<file path="config.mk">
export PLATFORM = sky130hd
export DESIGN_NAME = tbrd_baseline
export DESIGN_NICKNAME = d
export VERILOG_FILES = /design/src/tbrd_pkg.sv /design/src/tbrd_baseline.sv /design/src/tbrd_spread.sv
export SDC_FILE = /design/constraint.sdc
export NUM_CORES = 1
export LEC_CHECK = 0
export BUFFER_PORTS_ARGS = -buffer_cell sky130_fd_sc_hd__buf_2
export CAP_MARGIN = 20
export CORE_MARGIN = 5
export CORE_UTILIZATION = 40
export DETAILED_ROUTE_END_ITERATION = 10
export MAX_ROUTING_LAYER = met4
export PLACE_DENSITY_LB_ADDON = 0.08
export SETUP_SLACK_MARGIN = 0.05
export SYNTH_ARGS = -nofsm -noshare
export SYNTH_HDL_FRONTEND = slang
export SYNTH_SLANG_ARGS = --single-unit
</file>
<file path="constraint.sdc">
create_clock -name clk -period 6.3 [get_ports clk]
set_input_delay 0.315 -clock clk [delete_from_list [all_inputs] [get_ports clk]]
set_output_delay 0.315 -clock clk [all_outputs]
set_load 0.02 [all_outputs]
</file>
<file path="src/tbrd_pkg.sv">
// Shared constants for the touch baseline drift and recalibration block
package tbrd_pkg;
  localparam int SIG_W = 16;
  localparam logic [15:0] THRESH_COUNTS = 16'h000a;
  localparam logic [15:0] HYST_COUNTS = 16'h0002;
  localparam logic [2:0] DETECT_CONFIRM = 3'h4;
  localparam int LONG_DET_S = 30;
  localparam int FAST_BURST_US = 2600;
  localparam int LONG_DET_BURSTS = (LONG_DET_S * 1000000) / FAST_BURST_US;
  localparam int STEP_UP_BURSTS = 64;
  localparam int STEP_DN_BURSTS = 4;
  localparam int CAL_BURSTS = 4;
  localparam int SPREAD_PERMIL = 75;
  localparam int SPREAD_STEPS = 16;
  localparam logic [15:0] ZERO16 = 16'h0000;
  typedef enum logic [1:0] {
    TBRD_CAL,
    TBRD_TRACK,
    TBRD_DETECT
  } tbrd_state_type;
endpackage

</file>
<file path="src/tbrd_baseline.sv">
// Baseline tracking, detect integrator and recalibration control
`timescale 1ns/1ps
module tbrd_baseline #(
  parameter int SIG_W = tbrd_pkg::SIG_W,
  parameter int LONG_DET_BURSTS = tbrd_pkg::LONG_DET_BURSTS,
  parameter int STEP_UP_BURSTS = tbrd_pkg::STEP_UP_BURSTS,
  parameter int STEP_DN_BURSTS = tbrd_pkg::STEP_DN_BURSTS
) (
  input wire logic clk,
  input wire logic rst_b,
  input wire logic burst_active,
  input wire logic burst_done,
  input wire logic [SIG_W-1:0] burst_signal,
  input wire logic multiplier_select_level,
  output logic detect_ff,
  output logic recal_ff,
  output logic override_ff,
  output logic [SIG_W-1:0] reference_ff,
  output logic [4:0] osc_trim_ff
);
  localparam int CW = 24;
  tbrd_pkg::tbrd_state_type state_ff, nxt_state;
  logic [2:0] consecutive_detect_counter_ff, nxt_cdc;
  logic [CW-1:0] long_cnt_ff, nxt_long_cnt;
  logic [CW-1:0] up_cnt_ff, nxt_up_cnt;
  logic [CW-1:0] dn_cnt_ff, nxt_dn_cnt;
  logic [2:0] cal_cnt_ff, nxt_cal_cnt;
  logic [SIG_W-1:0] nxt_reference;
  logic nxt_detect, nxt_recal, nxt_override;
  logic [4:0] trim_w;

  // Terminal-count test shared by every burst counter; a limit of N bursts ends on
  // count N-1, so the counter never needs a wider compare than its own width
  function automatic logic at_limit(input logic [CW-1:0] cnt, input int limit);
    at_limit = (cnt == CW'(limit - 1));
  endfunction

  // Threshold and hysteresis ride on the reference. A reference within ten counts of
  // full scale wraps the threshold, so the raw count is assumed to stay well below it
  wire [SIG_W-1:0] thresh_lvl = reference_ff + SIG_W'(tbrd_pkg::THRESH_COUNTS);
  wire [SIG_W-1:0] release_lvl = thresh_lvl - SIG_W'(tbrd_pkg::HYST_COUNTS);
  wire over_thresh = burst_signal >= thresh_lvl;
  wire above_release = burst_signal >= release_lvl;

  // Direction of the raw signal against the reference
  wire below_ref = burst_signal < reference_ff;
  wire above_ref = burst_signal > reference_ff;

  // State decodes
  wire in_cal = state_ff == tbrd_pkg::TBRD_CAL;
  wire in_track = state_ff == tbrd_pkg::TBRD_TRACK;
  wire in_det = state_ff == tbrd_pkg::TBRD_DETECT;
  wire cal_last = at_limit(CW'(cal_cnt_ff), tbrd_pkg::CAL_BURSTS);

  // The fourth over-threshold burst in a row confirms a touch
  wire confirm = in_track && over_thresh &&
                 (consecutive_detect_counter_ff == tbrd_pkg::DETECT_CONFIRM - 3'h1);

  // Recal sources; the override release only acts at the next burst end, which keeps
  // every state change on the acquisition cadence
  wire long_expire = in_det && at_limit(long_cnt_ff, LONG_DET_BURSTS);
  wire override_release = override_ff && !multiplier_select_level;
  wire recal_req = long_expire || override_release;

  // Step intervals are due on the last burst of each interval
  wire up_due = at_limit(up_cnt_ff, STEP_UP_BURSTS);
  wire dn_due = at_limit(dn_cnt_ff, STEP_DN_BURSTS);

  // Tracking steps only while idle and clear of the threshold; a possible touch that
  // has not yet confirmed must not pull the reference up toward it
  wire track_ok = in_track && burst_done && !over_thresh;
  wire step_up = track_ok && above_ref && up_due;
  wire step_dn = track_ok && below_ref && dn_due;

  // State sequencing; a recal request overrides any other move on the same burst
  always_comb begin
    nxt_state = state_ff;
    if (burst_done) begin
      case (state_ff)
        tbrd_pkg::TBRD_CAL: begin
          if (cal_last) begin
            nxt_state = tbrd_pkg::TBRD_TRACK;
          end
        end
        tbrd_pkg::TBRD_TRACK: begin
          if (confirm) begin
            nxt_state = tbrd_pkg::TBRD_DETECT;
          end
        end
        tbrd_pkg::TBRD_DETECT: begin
          if (!above_release) begin
            nxt_state = tbrd_pkg::TBRD_TRACK;
          end
        end
        default: begin
          nxt_state = tbrd_pkg::TBRD_CAL;
        end
      endcase
      if (recal_req) begin
        nxt_state = tbrd_pkg::TBRD_CAL;
      end
    end
  end

  // Detect integrator: grows on each over-threshold burst in tracking before the confirming one, clears on any miss and on confirm
  wire run_grows = in_track && over_thresh && !confirm;
  assign nxt_cdc = !burst_done ? consecutive_detect_counter_ff :
                   run_grows ? consecutive_detect_counter_ff + 3'h1 : 3'h0;

  // Long-detection timer counts bursts spent in detection and restarts on leaving it;
  // the default limit assumes the fast burst cadence held while a touch stands
  wire long_grows = in_det && !long_expire;
  assign nxt_long_cnt = !burst_done ? long_cnt_ff :
                        long_grows ? long_cnt_ff + CW'(1) : CW'(0);

  // Step interval counters; a burst on the other side of the reference restarts the
  // interval, so noise around the reference never adds up to a step
  assign nxt_up_cnt = !track_ok ? up_cnt_ff :
                      (!above_ref || up_due) ? CW'(0) : up_cnt_ff + CW'(1);
  assign nxt_dn_cnt = !track_ok ? dn_cnt_ff :
                      (!below_ref || dn_due) ? CW'(0) : dn_cnt_ff + CW'(1);

  // Calibration burst counter, held at zero outside calibration
  assign nxt_cal_cnt = (!in_cal || recal_req) ? 3'h0 :
                       burst_done ? cal_cnt_ff + 3'h1 : cal_cnt_ff;

  // Calibration loads the raw signal; tracking moves one count at a time.
  // The load takes priority, though a step can only arise in tracking anyway
  assign nxt_reference = (burst_done && in_cal) ? burst_signal :
                         step_up ? reference_ff + SIG_W'(1) :
                         step_dn ? reference_ff - SIG_W'(1) :
                         reference_ff;

  // Detect output follows the integrator; a recal request, from long detection or from
  // the override release, drops detection
  assign nxt_detect = !burst_done ? detect_ff :
                      recal_req ? 1'b0 :
                      confirm ? 1'b1 :
                      (in_det && !above_release) ? 1'b0 : detect_ff;

  // Recal stays high from the triggering burst until the last calibration burst, so a
  // host watching it sees the whole window in which touches are not reported
  assign nxt_recal = burst_done ? (recal_req || (in_cal && !cal_last)) : recal_ff;

  // Override level is taken once per acquisition cycle, at the burst end
  assign nxt_override = burst_done ? multiplier_select_level : override_ff;

  // Spread-spectrum sweep lives in its own module so its trim width stays local
  tbrd_spread #(
    .STEPS(tbrd_pkg::SPREAD_STEPS)
  ) u_spread (
    .clk(clk),
    .rst_b(rst_b),
    .burst_active(burst_active),
    .trim_code_ff(trim_w)
  );

  // Sequencer state and detect integrator; reset doubles as the supply-cycle forced recal
  always_ff @(posedge clk or negedge rst_b) begin
    if (!rst_b) begin
      state_ff <= tbrd_pkg::TBRD_CAL;
      consecutive_detect_counter_ff <= 3'h0;
    end else begin
      state_ff <= nxt_state;
      consecutive_detect_counter_ff <= nxt_cdc;
    end
  end

  // Burst interval counters
  always_ff @(posedge clk or negedge rst_b) begin
    if (!rst_b) begin
      long_cnt_ff <= '0;
      up_cnt_ff <= '0;
      dn_cnt_ff <= '0;
      cal_cnt_ff <= 3'h0;
    end else begin
      long_cnt_ff <= nxt_long_cnt;
      up_cnt_ff <= nxt_up_cnt;
      dn_cnt_ff <= nxt_dn_cnt;
      cal_cnt_ff <= nxt_cal_cnt;
    end
  end

  // Reference level; zero out of reset until the first calibration burst loads it
  always_ff @(posedge clk or negedge rst_b) begin
    if (!rst_b) begin
      reference_ff <= '0;
    end else begin
      reference_ff <= nxt_reference;
    end
  end

  // Status outputs; recal reads high out of reset since calibration starts at once
  always_ff @(posedge clk or negedge rst_b) begin
    if (!rst_b) begin
      detect_ff <= 1'b0;
      recal_ff <= 1'b1;
      override_ff <= 1'b0;
    end else begin
      detect_ff <= nxt_detect;
      recal_ff <= nxt_recal;
      override_ff <= nxt_override;
    end
  end

  // Trim is registered once more so every top-level output leaves a flip-flop
  always_ff @(posedge clk or negedge rst_b) begin
    if (!rst_b) begin
      osc_trim_ff <= 5'h00;
    end else begin
      osc_trim_ff <= trim_w;
    end
  end
endmodule

</file>
<file path="src/tbrd_spread.sv">
// Triangle sweep of the oscillator trim code during a measurement burst
`timescale 1ns/1ps
module tbrd_spread #(
  parameter int STEPS = tbrd_pkg::SPREAD_STEPS
) (
  input wire logic clk,
  input wire logic rst_b,
  input wire logic burst_active,
  output logic [4:0] trim_code_ff
);
  logic up_ff;
  logic [4:0] nxt_trim;
  logic nxt_up;
  wire at_top = (trim_code_ff == 5'(STEPS - 1));
  wire at_bot = (trim_code_ff == 5'h00);
  // Sweep only within bursts; idle code is mid-range so idle frequency is nominal
  assign nxt_up = at_top ? 1'b0 : (at_bot ? 1'b1 : up_ff);
  assign nxt_trim = !burst_active ? 5'(STEPS / 2) :
                    (nxt_up ? trim_code_ff + 5'h01 : trim_code_ff - 5'h01);
  always_ff @(posedge clk or negedge rst_b) begin
    if (!rst_b) begin
      trim_code_ff <= 5'h00;
      up_ff <= 1'b1;
    end else begin
      trim_code_ff <= nxt_trim;
      up_ff <= burst_active ? nxt_up : 1'b1;
    end
  end
endmodule

</file>
# Word-level counts from Yosys, hierarchy flattened

Cells that the tools add are included.

$add $sub $neg: 11
Magnitude comparators: 4
Equal/unequal tests: 11
Multiplexer cells: 22
Reduce and logical (&&, ||, !) cells: 36

Operators by type and width:

| operator                                                             | count |
|---|---|
| 24-bit by 1-bit adder with 24-bit output, second input constant      | 3 |
| 24-bit 2-to-1 mux                                                    | 3 |
| 16-bit 2-to-1 mux                                                    | 3 |
| 16-bit greater-or-equal comparator                                   | 2 |
| 24-bit by 14-bit == test with 1-bit output, second input constant    | 1 |
| 24-bit by 2-bit == test with 1-bit output, second input constant     | 1 |
| 24-bit by 6-bit == test with 1-bit output, second input constant     | 1 |
| 16-bit by 1-bit adder with 16-bit output, second input constant      | 1 |
| 16-bit by 4-bit adder with 16-bit output, second input constant      | 1 |
| 16-bit > comparator                                                  | 1 |
| 16-bit less-than comparator                                          | 1 |
| 16-bit by 1-bit subtractor with 16-bit output, second input constant | 1 |
| 16-bit by 2-bit subtractor with 16-bit output, second input constant | 1 |
| 1-bit logical AND                                                    | 15 |
| 5-bit 2-to-1 mux                                                     | 2 |
| 1-bit zero test                                                      | 9 |
| 3-bit 2-to-1 mux                                                     | 3 |
| 2-bit 2-to-1 mux                                                     | 4 |
| 3-bit by 1-bit adder with 3-bit output, second input constant        | 2 |
| 3-bit by 2-bit == test with 1-bit output, second input constant      | 2 |
| 1-bit 2-to-1 mux                                                     | 6 |
| 3-bit by 1-bit != test with 1-bit output, second input constant      | 2 |
| 2-bit case mux with 3 select lines                                   | 1 |
| 3-bit nonzero test                                                   | 2 |
| 12 further kinds                                                     | 16 |

Register bits after elaboration: 110
Bits of input ports: 21
Output and inout bits: 24
Word-level logic and storage cells: 97

# Longest topological paths before layout

Gate-level depths: netlist of the first run.

Depth in word-level cells: 9
Gate-level depth with buffers: 25
Gate-level depth less buffers: 23

# Cells and area by module

A second synthesis of the first run with hierarchy kept.

Cells, all modules: 915
Area total of the unflattened synthesis: 7902.6 µm²

Modules (own cells, without submodules):

| module        | times used | cells an instance | area an instance (µm²) | seq. area each (µm²) |
|---|---|---|---|---|
| tbrd_baseline | 1          | 884               | 7541.0                 | 2603.7 |
| tbrd_spread   | 1          | 31                | 361.6                  | 151.4 |

# Worst setup path after synthesis of the first run

OpenSTA, ideal clock, no wires.

Kind: reg-to-reg
Start point: reg reference_ff[1]
End point: reg reference_ff[14]
Setup time: 77 ps
Data arrival time: 5573 ps
Required time: 6223 ps
Slack: 650 ps
Stages on the path, launching flop included: 26
Path buffers: 2
Clock period less this slack: 5650 ps
Cell sequence: dfrtp_1 ha_1 nor2_1 nor2_1 nand2_1 xnor2_1 ha_1 a21o_1 nor2_1 o31ai_1 maj3_2 a221oi_4 nand3_2 buf_2 buf_2 or2_2 fa_1 a21o_1 a21o_1 a21boi_0 o311ai_0 a31o_2 a21oi_1 xnor2_1 mux2i_1 o21ai_1

Cells in the longest elaborated chain, start to end: 8
Elaborated cells between the ends (all ways): 16
Those cells by class: add/sub: 3; order compare: 3; mux: 3; reduce/logical: 7

RTL lines:

| item                                     | RTL line             | text |
|---|---|---|
| from (decl)                              | tbrd_baseline.sv:18  | `output logic [SIG_W-1:0] reference_ff,` |
| from (signal assigned)                   | tbrd_baseline.sv:189 | `reference_ff <= nxt_reference;` |
| 16-bit by 4-bit adder with 16-bit output | tbrd_baseline.sv:40  | `wire [SIG_W-1:0] thresh_lvl = reference_ff + SIG_W'(tbrd_pkg::THRESH_COUNTS);` |
| 16-bit greater-or-equal comparator       | tbrd_baseline.sv:42  | `wire over_thresh = burst_signal >= thresh_lvl;` |
| 1-bit zero test                          | tbrd_baseline.sv:71  | `wire track_ok = in_track && burst_done && !over_thresh;` |
| 1-bit logical AND                        | tbrd_baseline.sv:71  |  |
| 1-bit logical AND (2 in a row)           | tbrd_baseline.sv:72  | `wire step_up = track_ok && above_ref && up_due;` |
| 16-bit 2-to-1 mux                        | tbrd_baseline.sv:130 | `step_up ? reference_ff + SIG_W'(1) :` |
| 16-bit 2-to-1 mux                        | tbrd_baseline.sv:129 | `assign nxt_reference = (burst_done && in_cal) ? burst_signal :` |

Several ways; a longest one is shown, not always the timed one. The select of a mux whose other input is x is not followed.
A chain may end at the register's enable or synchronous reset.

# Worst setup path in the final report of the first run

Start point: reg reference_ff[2]
End point: reg reference_ff[14]

The elaborated chain is that of the path after synthesis.

==> parameters.txt, run 1 <==
Parameter                              Value

Logic synthesis
  Fraction of registers with async set or reset after synthesis ... 100%
  Syn avg cell area ... about 9 um^2
  Synth Cell Area ... between 0.007 and 0.008 mm^2
  Warnings, synthesis ... 0
  Dominant register cell in the synthesized netlist ... sky130_fd_sc_hd__dfrtp_1
  Number of distinct library cells after synthesis ... 70
  Synthesized net count ... 965
  Syn Inst Count ... between 800 and 900
  Number of enable-type register cells in the synthesized netlist ... 0
  Cell types occupying the most area after synthesis ... sky130_fd_sc_hd__dfrtp_1 (35%), sky130_fd_sc_hd__ha_1 (11%), sky130_fd_sc_hd__xnor2_1 (5.6%)
  Post-synthesis cell type with the largest combined area ... sky130_fd_sc_hd__dfrtp_1
  Share of the synthesized area in the top cell type ... approximately a third
  Proportion of synthesized chip area in sequential cells ... between 30 and 40%
  Most numerous cell in the Yosys netlist ... sky130_fd_sc_hd__dfrtp_1
  Top cells by count, synth ... sky130_fd_sc_hd__dfrtp_1 (108), sky130_fd_sc_hd__nor2_1 (93), sky130_fd_sc_hd__ha_1 (67), sky130_fd_sc_hd__nand2_1 (65), sky130_fd_sc_hd__o21ai_0 (51)
  Flip-flop and latch count after synthesis ... 110

Setup path
  Delay of the slowest cell on the worst path ... approximately 0.5 ns
  Critical path, cell by cell ... ha_1 -> nor2_1 -> nor2_1 -> nand2_1 -> xnor2_1 -> ha_1 -> a21o_1 -> nor2_1 -> o31ai_1 -> maj3_2 -> a221oi_4 -> nand3_2 -> or2_2 -> fa_1 -> a21o_1 -> a21o_1 -> a21boi_0 -> o311ai_0 -> a31o_2 -> a21oi_1 -> xnor2_1 -> mux2i_1 -> o21ai_1
  Path length in cells of the critical path ... 23
  Worst path arrival time ... ~6.1 ns
  Crit path max fanout ... 15
  Worst endpoint required time ... roughly 6.6 ns
  Worst R2R Path Depth ... 23
  Kind of start point of the critical path ... flop
  Cell type of the slowest stage on the worst timing path ... sky130_fd_sc_hd__dfrtp_1
  Startpoint of the lowest-slack register-to-register path ... reference_ff[2]
  Gate family responsible for the most delay along the worst path ... compound AO/OA/AOI/OAI gates
  Worst setup path start ... reference_ff[2]
  Type of the worst setup path ... flop to flop
  CP Capture Type ... flop
  Buffer and inverter count on the worst path ... 0

Clock network
  Clock-pin slew on the worst setup and hold paths ... ~0.070 ns
  Clock root buffer ... sky130_fd_sc_hd__clkbuf_16
  Source-to-sink clock delay at the later pin of the worst-skew pair ... 0.36 ns
  Num Clock Sinks ... 110
  Number of H-tree levels ... 3
  Total CTS buffers ... 9
  TritonCTS clock tree ... built
  Largest buffer count on any clock path ... 2
  Post-cts gate resize count ... 0

Hold path
  Hold Crit Class ... input port to flop
  Hold Path Origin ... burst_active
  Cells on Worst Hold Path ... 2

Floorplan
  Site row count ... between 50 and 60
  Vertical extent of the die ... approximately 150 um
  Die extent in x ... about 150 um
  Die Outline Area ... around 0.022 mm^2
  Starting utilization of the core area ... between 40% and 50%
  Core Footprint ... roughly 0.019 mm^2
  IO Count ... 45

STA
  Hold violation total from the final report ... 0
  Fin Setup TNS ... 0 ns
  Final Skew ... roughly 0.011 ns
  Relative max-transition margin ... 35.8%
  RSZ-0062 raised after global routing ... false
  Post-layout min period ... ~5.8 ns
  Slew Limit Fails ... 0
  Measured slew at the worst slew-check pin ... roughly 0.96 ns
  Timing-limited maximum frequency ... 0.173 GHz
  Final setup violating endpoints ... 0
  Post-route setup slack ... between 0.5 and 0.6 ns
  Final clock period utilization by the worst path ... 91.8%

Placement
  Routability congestion estimate ... about 0.80
  Placed wire-length estimate ... roughly 13,000 um
  IO buf count ... between 40 and 50
  Pre-CTS setup slack ... approximately 0.55 ns

Detailed routing
  Aggregate routed wire length ... ~18,000 um
  Remaining antenna violation count after routing ... 0
  Vias per Instance ... between 5 and 6
  Average wire per cell in the routed design ... 15.1 um
  DRC ... 0
  Initial DRC count ... around 370
  Total via count in the routed design ... roughly 6.3k
  Number of detailed-route iterations in the first pass ... 5

Power and ir drop
  Peak supply drop ... between 150 and 200 uV
  Areal power density over the cells ... between 300 and 400 mW/mm^2
  Leakage power figure ... roughly 0.0038 uW

Global routing
  GRT Overall Usage ... approximately 17%
  Number of antenna violations at the first check in global routing ... 0
  Global-route congestion overflow total ... 0
  Via count of the first global-routing pass ... between 5k and 6k
  Pin count of the biggest net entering global routing ... 72
  First-pass GRT wire length ... 30,000 um

Cells and area
  Area taken by flip-flops and latches ... ~0.0028 mm^2
  Area of combinational cells with multiple inputs ... 0.00474 mm^2
  Number of filler instances in the final layout ... around 1.9k
  Final net count ... roughly 1k
  Antenna Cells ... 0
  Fraction of layout instances using a drive strength above 1 ... under 10%
  Area growth from synthesis to layout ... 10.4%

Job
  Max Cap Violations ... 0

Status
  Outcome ... finished, final reports clean
[state kept, by name, indices dropped and copies added, names as in the netlist]
register	count
dn_cnt_ff	24
long_cnt_ff	24
up_cnt_ff	24
reference_ff	16
osc_trim_ff	5
u_spread.trim_code_ff	5
cal_cnt_ff	3
consecutive_detect_counter_ff	3
state_ff	2
detect_ff	1
override_ff	1
recal_ff	1
u_spread.up_ff	1
[worst paths after layout]
| kind | slack, ns | endpoint |
|---|---|---|
| worst max register to register | 0.52 | reference_ff[14] |
| max in group asynchronous | 4.49 | long_cnt_ff[7] |
| min in group asynchronous | 0.48 | dn_cnt_ff[17] |
| worst min-delay path | 0.15 | u_spread.up_ff |
| worst min register to register | 0.48 | osc_trim_ff[3] |
| worst max-delay path | 0.52 | reference_ff[14] |
[per-stage QoR]
stage / utilization (%) / area [um^2] / hold WS (ns) / power, uW / instances
2_1_floorplan: - / 7760 / 0.0194 / 2110 / 875
3_3_place_gp: 42.8 / 8240 / 0.341 / 2490 / 1163
3_5_place_dp: 42.8 / 8240 / 0.340 / 2490 / 1163
4_1_cts: 44.5 / 8570 / 0.151 / 3130 / 1180
5_1_grt: 44.5 / 8570 / 0.169 / 3360 / 1180
6_report: 44.5 / 8570 / 0.149 / 3100 / 1180
[cell families after synthesis]
family | count (synthesis) | synth area share [%]
buffers and inverters | 67 | 3.48
XOR/XNOR | 78 | 9.16
flip-flops | 110 | 35.5
AND/OR/NAND/NOR | 354 | 23.3
adder cells (fa/ha/maj) | 71 | 11.6
multiplexers | 13 | 1.72
AO/OA/AOI/OAI | 182 | 15.2
[layout by cell type (no fill, tap or decap), types with 25 or more instances in the layout]
cell type / Yosys / layout
sky130_fd_sc_hd__nor3_1: 26 / 25
sky130_fd_sc_hd__inv_1: 41 / 41
sky130_fd_sc_hd__xor2_1: 26 / 26
sky130_fd_sc_hd__a21oi_1: 41 / 41
sky130_fd_sc_hd__o21ai_0: 51 / 51
sky130_fd_sc_hd__nand3_1: 41 / 41
sky130_fd_sc_hd__buf_2: 12 / 43
sky130_fd_sc_hd__nand2_1: 65 / 65
sky130_fd_sc_hd__nor2_1: 93 / 93
sky130_fd_sc_hd__ha_1: 67 / 67
sky130_fd_sc_hd__xnor2_1: 50 / 50
sky130_fd_sc_hd__dfrtp_1: 108 / 108
[power by group]
group | leakage (uW) | internal (uW) | switching [uW]
logic | 0.00219 | 651 | 874
registers | 0.00147 | 789 | 152
clock network | 0.000157 | 352 | 279
[what timing repair did]
item | 4_1_cts | 5_1_grt
buffers inserted | 0 | 0
hold buffers | 1 | 0
setup endpoints to repair | 0 | 0
hold endpoints to repair | 39 | 0
[layer usage]
layer	vias up	track usage [%]	part of all wire, %
li1	3199	-	-
met1	2947	24.2	52
met2	87	25.5	44
met3	22	1.98	2.9
met4	0	4.53	1.4
met5	-	-	0
[area by class of cell]
type                    instances  share of cell area [%]
multi-input cells             698                    55.3
flip-flops and latches        110                    32.1
well taps                     265                    3.87
repair buffers                 50                    3.15
clock buffers                  10                    2.67
inverters                      41                    1.80
clock inverters                 6                    1.07
Power figures use the tool's default switching activity.
==> run 2: changes to the inputs <==
--- a/config.mk
+++ b/config.mk
@@ -8,7 +8,7 @@
 export BUFFER_PORTS_ARGS = -buffer_cell sky130_fd_sc_hd__buf_2
 export CAP_MARGIN = 20
 export CORE_MARGIN = 5
-export CORE_UTILIZATION = 40
+export CORE_UTILIZATION = 45
 export DETAILED_ROUTE_END_ITERATION = 10
 export MAX_ROUTING_LAYER = met4
 export PLACE_DENSITY_LB_ADDON = 0.08
==> constraint.sdc (replaced) <==
create_clock -name clk -period 6.2 [get_ports clk]
set_input_delay 0.31 -clock clk [delete_from_list [all_inputs] [get_ports clk]]
set_output_delay 0.31 -clock clk [all_outputs]
set_load 0.02 [all_outputs]
==> parameters.txt, run 2 (same netlist as run 1, synthesis figures left out) <==
Parameter                              Value

Placement
  Pre-CTS setup slack ... 0.461 ns (-0.0933 ns)
  IO buf count ... 44 (unchanged)
  Placed wire-length estimate ... 13,600 um (+2.1%)
  Routability congestion estimate ... 0.914 (+14%)

Floorplan
  Core Footprint ... 0.0171 mm^2 (-11%)
  Vertical extent of the die ... 141 um (-5.3%)
  Site row count ... 48 (-5.9%)
  Die Outline Area ... 0.0200 mm^2 (-10%)
  Starting utilization of the core area ... 45.4% (+5.1 points)
  IO Count ... 45 (unchanged)
  Die extent in x ... 141 um (-5.3%)

STA
  Relative max-transition margin ... 34.8% (-0.92 points)
  Slew Limit Fails ... 0 (unchanged)
  RSZ-0062 raised after global routing ... false
  Final Skew ... 0.0118 ns (+0.00126 ns)
  Final clock period utilization by the worst path ... 91.3% (-0.52 points)
  Timing-limited maximum frequency ... 0.177 GHz (+2.2%)
  Post-layout min period ... 5.66 ns (-0.124 ns)
  Fin Setup TNS ... 0 ns (unchanged)
  Measured slew at the worst slew-check pin ... 0.975 ns (+0.0138 ns)
  Post-route setup slack ... 0.541 ns (+0.0243 ns)
  Final setup violating endpoints ... 0 (unchanged)
  Worst Hold Slack ... 0.143 ns (-0.00623 ns)
  Hold violation total from the final report ... 0 (unchanged)

Global routing
  GR met2 Demand/Resource ... 30.1% (+4.6 points)
  Layer with the highest usage ... met2
  GRT Overall Usage ... 19.2% (+2.2 points)
  Number of antenna violations at the first check in global routing ... 0 (unchanged)
  Met3 capacity usage during global routing ... 2.63% (+0.65 points)
  Via count of the first global-routing pass ... 6,267 (+6.3%)
  Pin count of the biggest net entering global routing ... 72 (unchanged)
  First-pass GRT wire length ... 30,700 um (+2.6%)
  Global-route congestion overflow total ... 0 (unchanged)
  Met1 usage in global routing ... 26.1% (+1.9 points)

Clock network
  Num Clock Sinks ... 110 (unchanged)
  Clock root buffer ... sky130_fd_sc_hd__clkbuf_16
  Clock-pin slew on the worst setup and hold paths ... 0.08 ns (about the same)
  TritonCTS clock tree ... built
  Number of H-tree levels ... 3 (unchanged)
  Total CTS buffers ... 9 (unchanged)
  Largest buffer count on any clock path ... 2 (unchanged)
  Source-to-sink clock delay at the later pin of the worst-skew pair ... 0.36 ns (about the same)

Detailed routing
  Vias per Instance ... 5.58 (+5.3%)
  Average wire per cell in the routed design ... 15.7 um (+4.3%)
  Remaining antenna violation count after routing ... 0 (unchanged)
  DRC ... 0 (unchanged)
  Aggregate routed wire length ... 17,900 um (+0.81%)
  Total via count in the routed design ... 6,369 (+1.8%)
  Number of detailed-route iterations in the first pass ... 4 (-1)
  Initial DRC count ... 342 (-6.6%)

Power and ir drop
  Switching part of the total ... 42.4% (+0.22 points)
  Peak supply drop ... 198 uV (+10%)
  Part of the total power dissipated in the clock network ... 20.3% (about the same)
  Final total power ... 3190 uW (+3.1%)
  Cell-internal power ... 1840 uW (+2.7%)
  Total net switching power ... 1350 uW (+3.7%)
  Proportion of power drawn by flip-flops and latches ... 29.9% (-0.5 points)
  Leakage power figure ... 0.00383 uW (+0.39%)
  Part of the total power dissipated in combinational logic ... 49.8% (+0.6 points)
  Areal power density over the cells ... 374 mW/mm^2 (+3.4%)

Cells and area
  Area growth from synthesis to layout ... 10.1%
  Registers with the most flip-flops ... dn_cnt_ff x24, long_cnt_ff x24, up_cnt_ff x24
  Fraction of layout instances using a drive strength above 1 ... 9.95% (+0.22 points)
  Most frequent cells in the layout ... sky130_fd_sc_hd__dfrtp_1 (108), sky130_fd_sc_hd__nor2_1 (93), sky130_fd_sc_hd__ha_1 (67)
  Number of filler instances in the final layout ... 1,657 (-14%)
  Most common cell after layout, fill and taps aside ... sky130_fd_sc_hd__dfrtp_1
  Final net count ... 1,000 (unchanged)

Setup path
  Delay of the slowest cell on the worst path ... 0.49 ns (about the same)
  Critical path, cell by cell ... ha_1 -> nor2_1 -> nor2_1 -> nand2_1 -> xnor2_1 -> inv_1 -> ha_1 -> a21o_1 -> maj3_2 -> a221oi_4 -> nand3_2 -> or2_2 -> fa_1 -> a21o_1 -> a21o_1 -> a21boi_1 -> o311ai_0 -> a31o_2 -> a21oi_1 -> xnor2_1 -> mux2i_1 -> o21ai_1
  R2R setup slack ... 0.54 ns (+0.02 ns)
  Type of the worst setup path ... flop to flop
  Most used cell along the critical path ... sky130_fd_sc_hd__a21o_1
  Crit path max fanout ... 15 (unchanged)
  Worst R2R Path Depth ... 22 (-4.3%)
  Path length in cells of the critical path ... 22 (-4.3%)
  Worst setup path start ... reference_ff[2]
  Gate family responsible for the most delay along the worst path ... compound AO/OA/AOI/OAI gates
  Buffer and inverter count on the worst path ... 1 (+1)
  CP Capture Type ... flop
  Endpoint of the worst setup timing path ... reference_ff[14]
  Startpoint of the lowest-slack register-to-register path ... reference_ff[2]
  Kind of start point of the critical path ... flop
  End of the worst register-to-register path ... reference_ff[14]
  Cell type of the slowest stage on the worst timing path ... sky130_fd_sc_hd__dfrtp_1
  Worst endpoint required time ... 6.48 ns (-0.10 ns)
  Worst path arrival time ... 5.94 ns (-0.12 ns)

Job
  Max Cap Violations ... 0 (unchanged)

Hold path
  Hold Crit Class ... input port to flop
  Cells on Worst Hold Path ... 2 (unchanged)

Status
  Outcome ... finished, final reports clean
run 2: metrics by stage:
step	cells	cell area [um^2]	util (%)
floorplan	875	7760	-
global placement	1122	8190	47.8
detailed placement	1123	8200	47.9
CTS	1140	8540	49.9
global route	1140	8550	49.9
finish	1141	8550	49.9
run 2: routing by layer:
layer	up-vias	part of all wire [%]
li1	3214	-
met4	0	1.4
met5	-	0
met2	89	46
met1	3050	50
met3	16	3.1
run 2: final cells by class:
cell class              instances  area [um^2]  area share [%]
diodes                          1         2.50          0.0293
clock buffers                  10          239            2.80
clock inverters                 6         93.8            1.10
inverters                      41          154            1.80
multi-input cells             698         4750            55.6
flip-flops and latches        110         2760            32.2
well taps                     225          282            3.29
repair buffers                 50          274            3.21
run 2: worst min path at each step:
stage / from / end / slack [ns]
final: burst_active / u_spread.up_ff / 0.14
after global routing: burst_active / u_spread.up_ff / 0.15
after CTS: burst_active / u_spread.up_ff / 0.14
after detailed placement: rst_b / up_cnt_ff[19] / 0.33
after global placement: rst_b / up_cnt_ff[19] / 0.32
after floorplan: rst_b / cal_cnt_ff[0] / 0.01
run 2: power groups by stage:
stage          sequential, uW  combinational, uW  clock, uW
2_1_floorplan             987               1150          0
3_3_place_gp              960               1520          0
3_5_place_dp              966               1580          0
4_1_cts                   953               1590        665
5_1_grt                   976               1790        691
6_report                  955               1590        648
run 2: repair_timing:
action | CTS | global route
hold buffers | 1 | 0
setup buffers | 0 | 0
gates resized for setup | 0 | 2
hold endpoints to repair | 39 | 0
setup endpoints to repair | 0 | 3
==> run 3: changes to the inputs <==
--- a/config.mk
+++ b/config.mk
@@ -15,4 +15,5 @@
 export SETUP_SLACK_MARGIN = 0.05
 export SYNTH_ARGS = -nofsm -noshare
 export SYNTH_HDL_FRONTEND = slang
+export SYNTH_HIERARCHICAL = 1
 export SYNTH_SLANG_ARGS = --single-unit
==> parameters.txt, run 3 <==
Parameter                              Value

Status
  Outcome ... finished, violations left
  Violated checks ... negative hold slack

Logic synthesis
  Arithmetic-cell share of the synthesized area counting full adders, half adders and majority gates ... 11.1% (-0.49 points)
  Synth Cell Area ... 0.00790 mm^2 (+1.8%)
  Dominant register cell in the synthesized netlist ... sky130_fd_sc_hd__dfrtp_1
  Top cells by count, synth ... sky130_fd_sc_hd__dfrtp_1 (108), sky130_fd_sc_hd__nor2_1 (99), sky130_fd_sc_hd__nand2_1 (84), sky130_fd_sc_hd__ha_1 (67), sky130_fd_sc_hd__o21ai_0 (66)
  Fraction of synthesized cell area in xor and xnor cells ... 8.82% (-0.34 points)
  Synthesized net count ... 1,005 (+4.1%)
  Fraction of registers with async set or reset after synthesis ... 100% (unchanged)
  Largest family of logic cells by synthesized area ... simple AND/OR/NAND/NOR gates
  Syn Inst Count ... 915 (+4.6%)
  Area share of and/or/nand/nor cells after synthesis ... 25.0% (+1.6 points)
  Flip-flop and latch count after synthesis ... 110 (unchanged)
  Share of the synthesized area in the top cell type ... 34.2% (-0.62 points)
  Syn avg cell area ... 8.64 um^2 (-2.6%)
  Number of distinct library cells after synthesis ... 69 (-1.4%)
  Post-synthesis cell type with the largest combined area ... sky130_fd_sc_hd__dfrtp_1
  Most numerous cell in the Yosys netlist ... sky130_fd_sc_hd__dfrtp_1
  Cell types occupying the most area after synthesis ... sky130_fd_sc_hd__dfrtp_1 (34%), sky130_fd_sc_hd__ha_1 (11%), sky130_fd_sc_hd__xnor2_1 (5.8%)
  Area fraction in compound gates after synthesis ... 15.0% (-0.21 points)
  Number of enable-type register cells in the synthesized netlist ... 0 (unchanged)
  Warnings, synthesis ... 6 (+6)
  Proportion of synthesized chip area in sequential cells ... 34.9% (-0.63 points)
  Proportion of synthesized area in mux cells ... 2.03% (+0.30 points)

Detailed routing
  Remaining antenna violation count after routing ... 0 (unchanged)
  Total via count in the routed design ... 6,534 (+2.6%)
  Initial DRC count ... 324 (-5.3%)
  Average wire per cell in the routed design ... 15.5 um (-1.3%)
  Aggregate routed wire length ... 18,300 um (+1.9%)
  Vias per Instance ... 5.55 (-0.63%)
  Number of detailed-route iterations in the first pass ... 4 (unchanged)
  DRC ... 0 (unchanged)

Floorplan
  Core Footprint ... 0.0172 mm^2 (+0.70%)
  Die extent in x ... 143 um (+0.83%)
  Vertical extent of the die ... 143 um (+0.83%)
  Starting utilization of the core area ... 45.8% (+0.50 points)
  Site row count ... 48 (unchanged)
  IO Count ... 45 (unchanged)
  Die Outline Area ... 0.0203 mm^2 (+1.7%)

Cells and area
  Area taken by flip-flops and latches ... 0.00276 mm^2 (unchanged)
  Fraction of layout instances using a drive strength above 1 ... 9.76% (-0.19 points)
  Number of filler instances in the final layout ... 1,650 (-0.42%)
  Most frequent cells in the layout ... sky130_fd_sc_hd__dfrtp_1 (108), sky130_fd_sc_hd__nor2_1 (99), sky130_fd_sc_hd__nand2_1 (84)
  Area of combinational cells with multiple inputs ... 0.00490 mm^2 (+3.2%)
  Registers with the most flip-flops ... dn_cnt_ff x24, long_cnt_ff x24, up_cnt_ff x24
  Post-route cell area ... 0.00864 mm^2 (+1.1%)
  Area growth from synthesis to layout ... 9.39%
  Final net count ... 1,038 (+3.8%)
  Most common cell after layout, fill and taps aside ... sky130_fd_sc_hd__dfrtp_1
  Core Util, Final ... 50.2% (+0.20 points)
  Antenna Cells ... 0 (-1)

Job
  Max Cap Violations ... 0 (unchanged)

Setup path
  Worst R2R Path Depth ... 22 (unchanged)
  Type of the worst setup path ... flop to flop
  Kind of start point of the critical path ... flop
  Crit path max fanout ... 16 (+1)
  CP Capture Type ... flop
  Worst path arrival time ... 5.71 ns (-0.23 ns)
  R2R setup slack ... 0.78 ns (+0.24 ns)
  Worst endpoint required time ... 6.49 ns (about the same)

Power and ir drop
  Peak supply drop ... 211 uV (+6.7%)
  Areal power density over the cells ... 367 mW/mm^2 (-1.6%)
  Leakage power figure ... 0.00382 uW (about the same)

STA
  Worst Hold Slack ... -0.0244 ns (-0.167 ns)
  Final Skew ... 0.00687 ns (-0.00495 ns)
  Post-layout min period ... 5.42 ns (-0.238 ns)
  Slew Limit Fails ... 0 (unchanged)
  Measured slew at the worst slew-check pin ... 0.796 ns (-0.180 ns)
  Fin Setup TNS ... 0 ns (unchanged)
  Post-route setup slack ... 0.780 ns (+0.238 ns)
  Final setup violating endpoints ... 0 (unchanged)
  Timing-limited maximum frequency ... 0.184 GHz (+4.4%)
  Relative max-transition margin ... 47.0% (+12 points)
  Hold violation total from the final report ... 11 (+11)
  Final clock period utilization by the worst path ... 87.4% (-3.8 points)
  RSZ-0062 raised after global routing ... false

Clock network
  Number of H-tree levels ... 3 (unchanged)
  Count of buffers added by post-CTS timing repair for setup ... 0 (unchanged)
  Post-cts gate resize count ... 0 (unchanged)
  Clock root buffer ... sky130_fd_sc_hd__clkbuf_16
  TritonCTS clock tree ... built
  Number of hold-repair buffers added at the cts stage ... 0 (-1)
  Clock-pin slew on the worst setup and hold paths ... 0.08 ns (about the same)
  Source-to-sink clock delay at the later pin of the worst-skew pair ... 0.36 ns (about the same)
  Num Clock Sinks ... 110 (unchanged)
  Total CTS buffers ... 9 (unchanged)
  Largest buffer count on any clock path ... 2 (unchanged)

Global routing
  First-pass GRT wire length ... 30,800 um (about the same)
  Number of antenna violations at the first check in global routing ... 0 (unchanged)
  Global-route congestion overflow total ... 0 (unchanged)
  GRT Overall Usage ... 19.0% (-0.16 points)
  Via count of the first global-routing pass ... 6,111 (-2.5%)
  Pin count of the biggest net entering global routing ... 59 (-18%)

Placement
  Routability congestion estimate ... 0.864 (-5.4%)
  IO buf count ... 44 (unchanged)
  Post-DP Area ... 0.00834 mm^2 (+1.7%)
  Placed wire-length estimate ... 13,500 um (-0.98%)
  Pre-CTS setup slack ... 0.865 ns (+0.404 ns)

Hold path
  Hold Crit Class ... input port to async pin
## run 3: cell count changes in the layout (fill, tap and decap cells not counted), sizes merged, moves of 5 or more
cell / previous run / this run
nand2: 66 / 84
and3: 16 / 22
a21oi: 43 / 52
o21a: 7 / 2
a21o: 22 / 12
o211ai: 0 / 5
nor2: 93 / 99
nor2b: 15 / 7
o21ai: 61 / 66
## run 3: cell type report
cell class / instances / share of cell area [%]
Clock buffer: 9 / 2.61
Clock inverter: 7 / 0.796
Inverter: 36 / 1.56
Multi-Input combinational cell: 740 / 56.7
Sequential cell: 110 / 31.9
Tap cell: 225 / 3.26
Timing Repair Buffer: 51 / 3.23
## run 3: worst paths after layout
check                                         start          endpoint
setup / recovery                    reference_ff[1]  reference_ff[15]
min in group clk                       burst_active    u_spread/up_ff
hold reg to reg            u_spread/trim_code_ff[3]    osc_trim_ff[3]
hold / removal                                rst_b   reference_ff[3]
setup reg to reg                    reference_ff[1]  reference_ff[15]
max in group asynchronous                     rst_b     dn_cnt_ff[17]
## run 3: logic make-up after synthesis
group / count (synthesis)
AO/OA/AOI/OAI: 191
AND/OR/NAND/NOR: 387
XOR/XNOR: 78
adder cells (fa/ha/maj): 69
buffers and inverters: 65
multiplexers: 15
flip-flops: 110
## run 3: power by group
group | total (uW) | switching (uW) | internal, uW
logic | 1610 | 941 | 665
registers | 991 | 180 | 811
clock network | 580 | 298 | 282
total | 3180 | 1420 | 1760
## run 3: through the flow
stage                     power [uW]  instances
after floorplan                 2200        915
after global placement          2600       1161
after detailed placement        2610       1161
after CTS                       3200       1177
after global routing            3470       1178
final                           3180       1178
## run 3: critical path: stages (launching register included)
cell                       delay (ns)
sky130_fd_sc_hd__dfrtp_1         0.58
sky130_fd_sc_hd__ha_1            0.30
sky130_fd_sc_hd__nor2_1          0.08
sky130_fd_sc_hd__or2_2           0.34
sky130_fd_sc_hd__nor3_1          0.32
sky130_fd_sc_hd__nand2_1         0.12
sky130_fd_sc_hd__xnor2_1         0.27
sky130_fd_sc_hd__ha_1            0.30
sky130_fd_sc_hd__a21o_1          0.18
sky130_fd_sc_hd__nand2_1         0.09
sky130_fd_sc_hd__o22ai_1         0.08
sky130_fd_sc_hd__nor2_1          0.16
sky130_fd_sc_hd__nand4_1         0.11
sky130_fd_sc_hd__buf_4           0.24
sky130_fd_sc_hd__ha_1            0.36
sky130_fd_sc_hd__o21ai_0         0.10
sky130_fd_sc_hd__o21a_1          0.20
sky130_fd_sc_hd__o31ai_1         0.51
sky130_fd_sc_hd__a311oi_1        0.17
sky130_fd_sc_hd__nor3_1          0.25
sky130_fd_sc_hd__xnor2_1         0.11
sky130_fd_sc_hd__or3_1           0.30
sky130_fd_sc_hd__a31oi_1         0.16
## run 3: routing by layer
metal | wire [um] | up-vias | global-route usage (%)
li1 | - | 3366 | -
met1 | 9200 | 3067 | 26.4
met2 | 8260 | 76 | 29.2
met3 | 539 | 25 | 2.72
met4 | 287 | 0 | 5.30
met5 | 0 | - | -
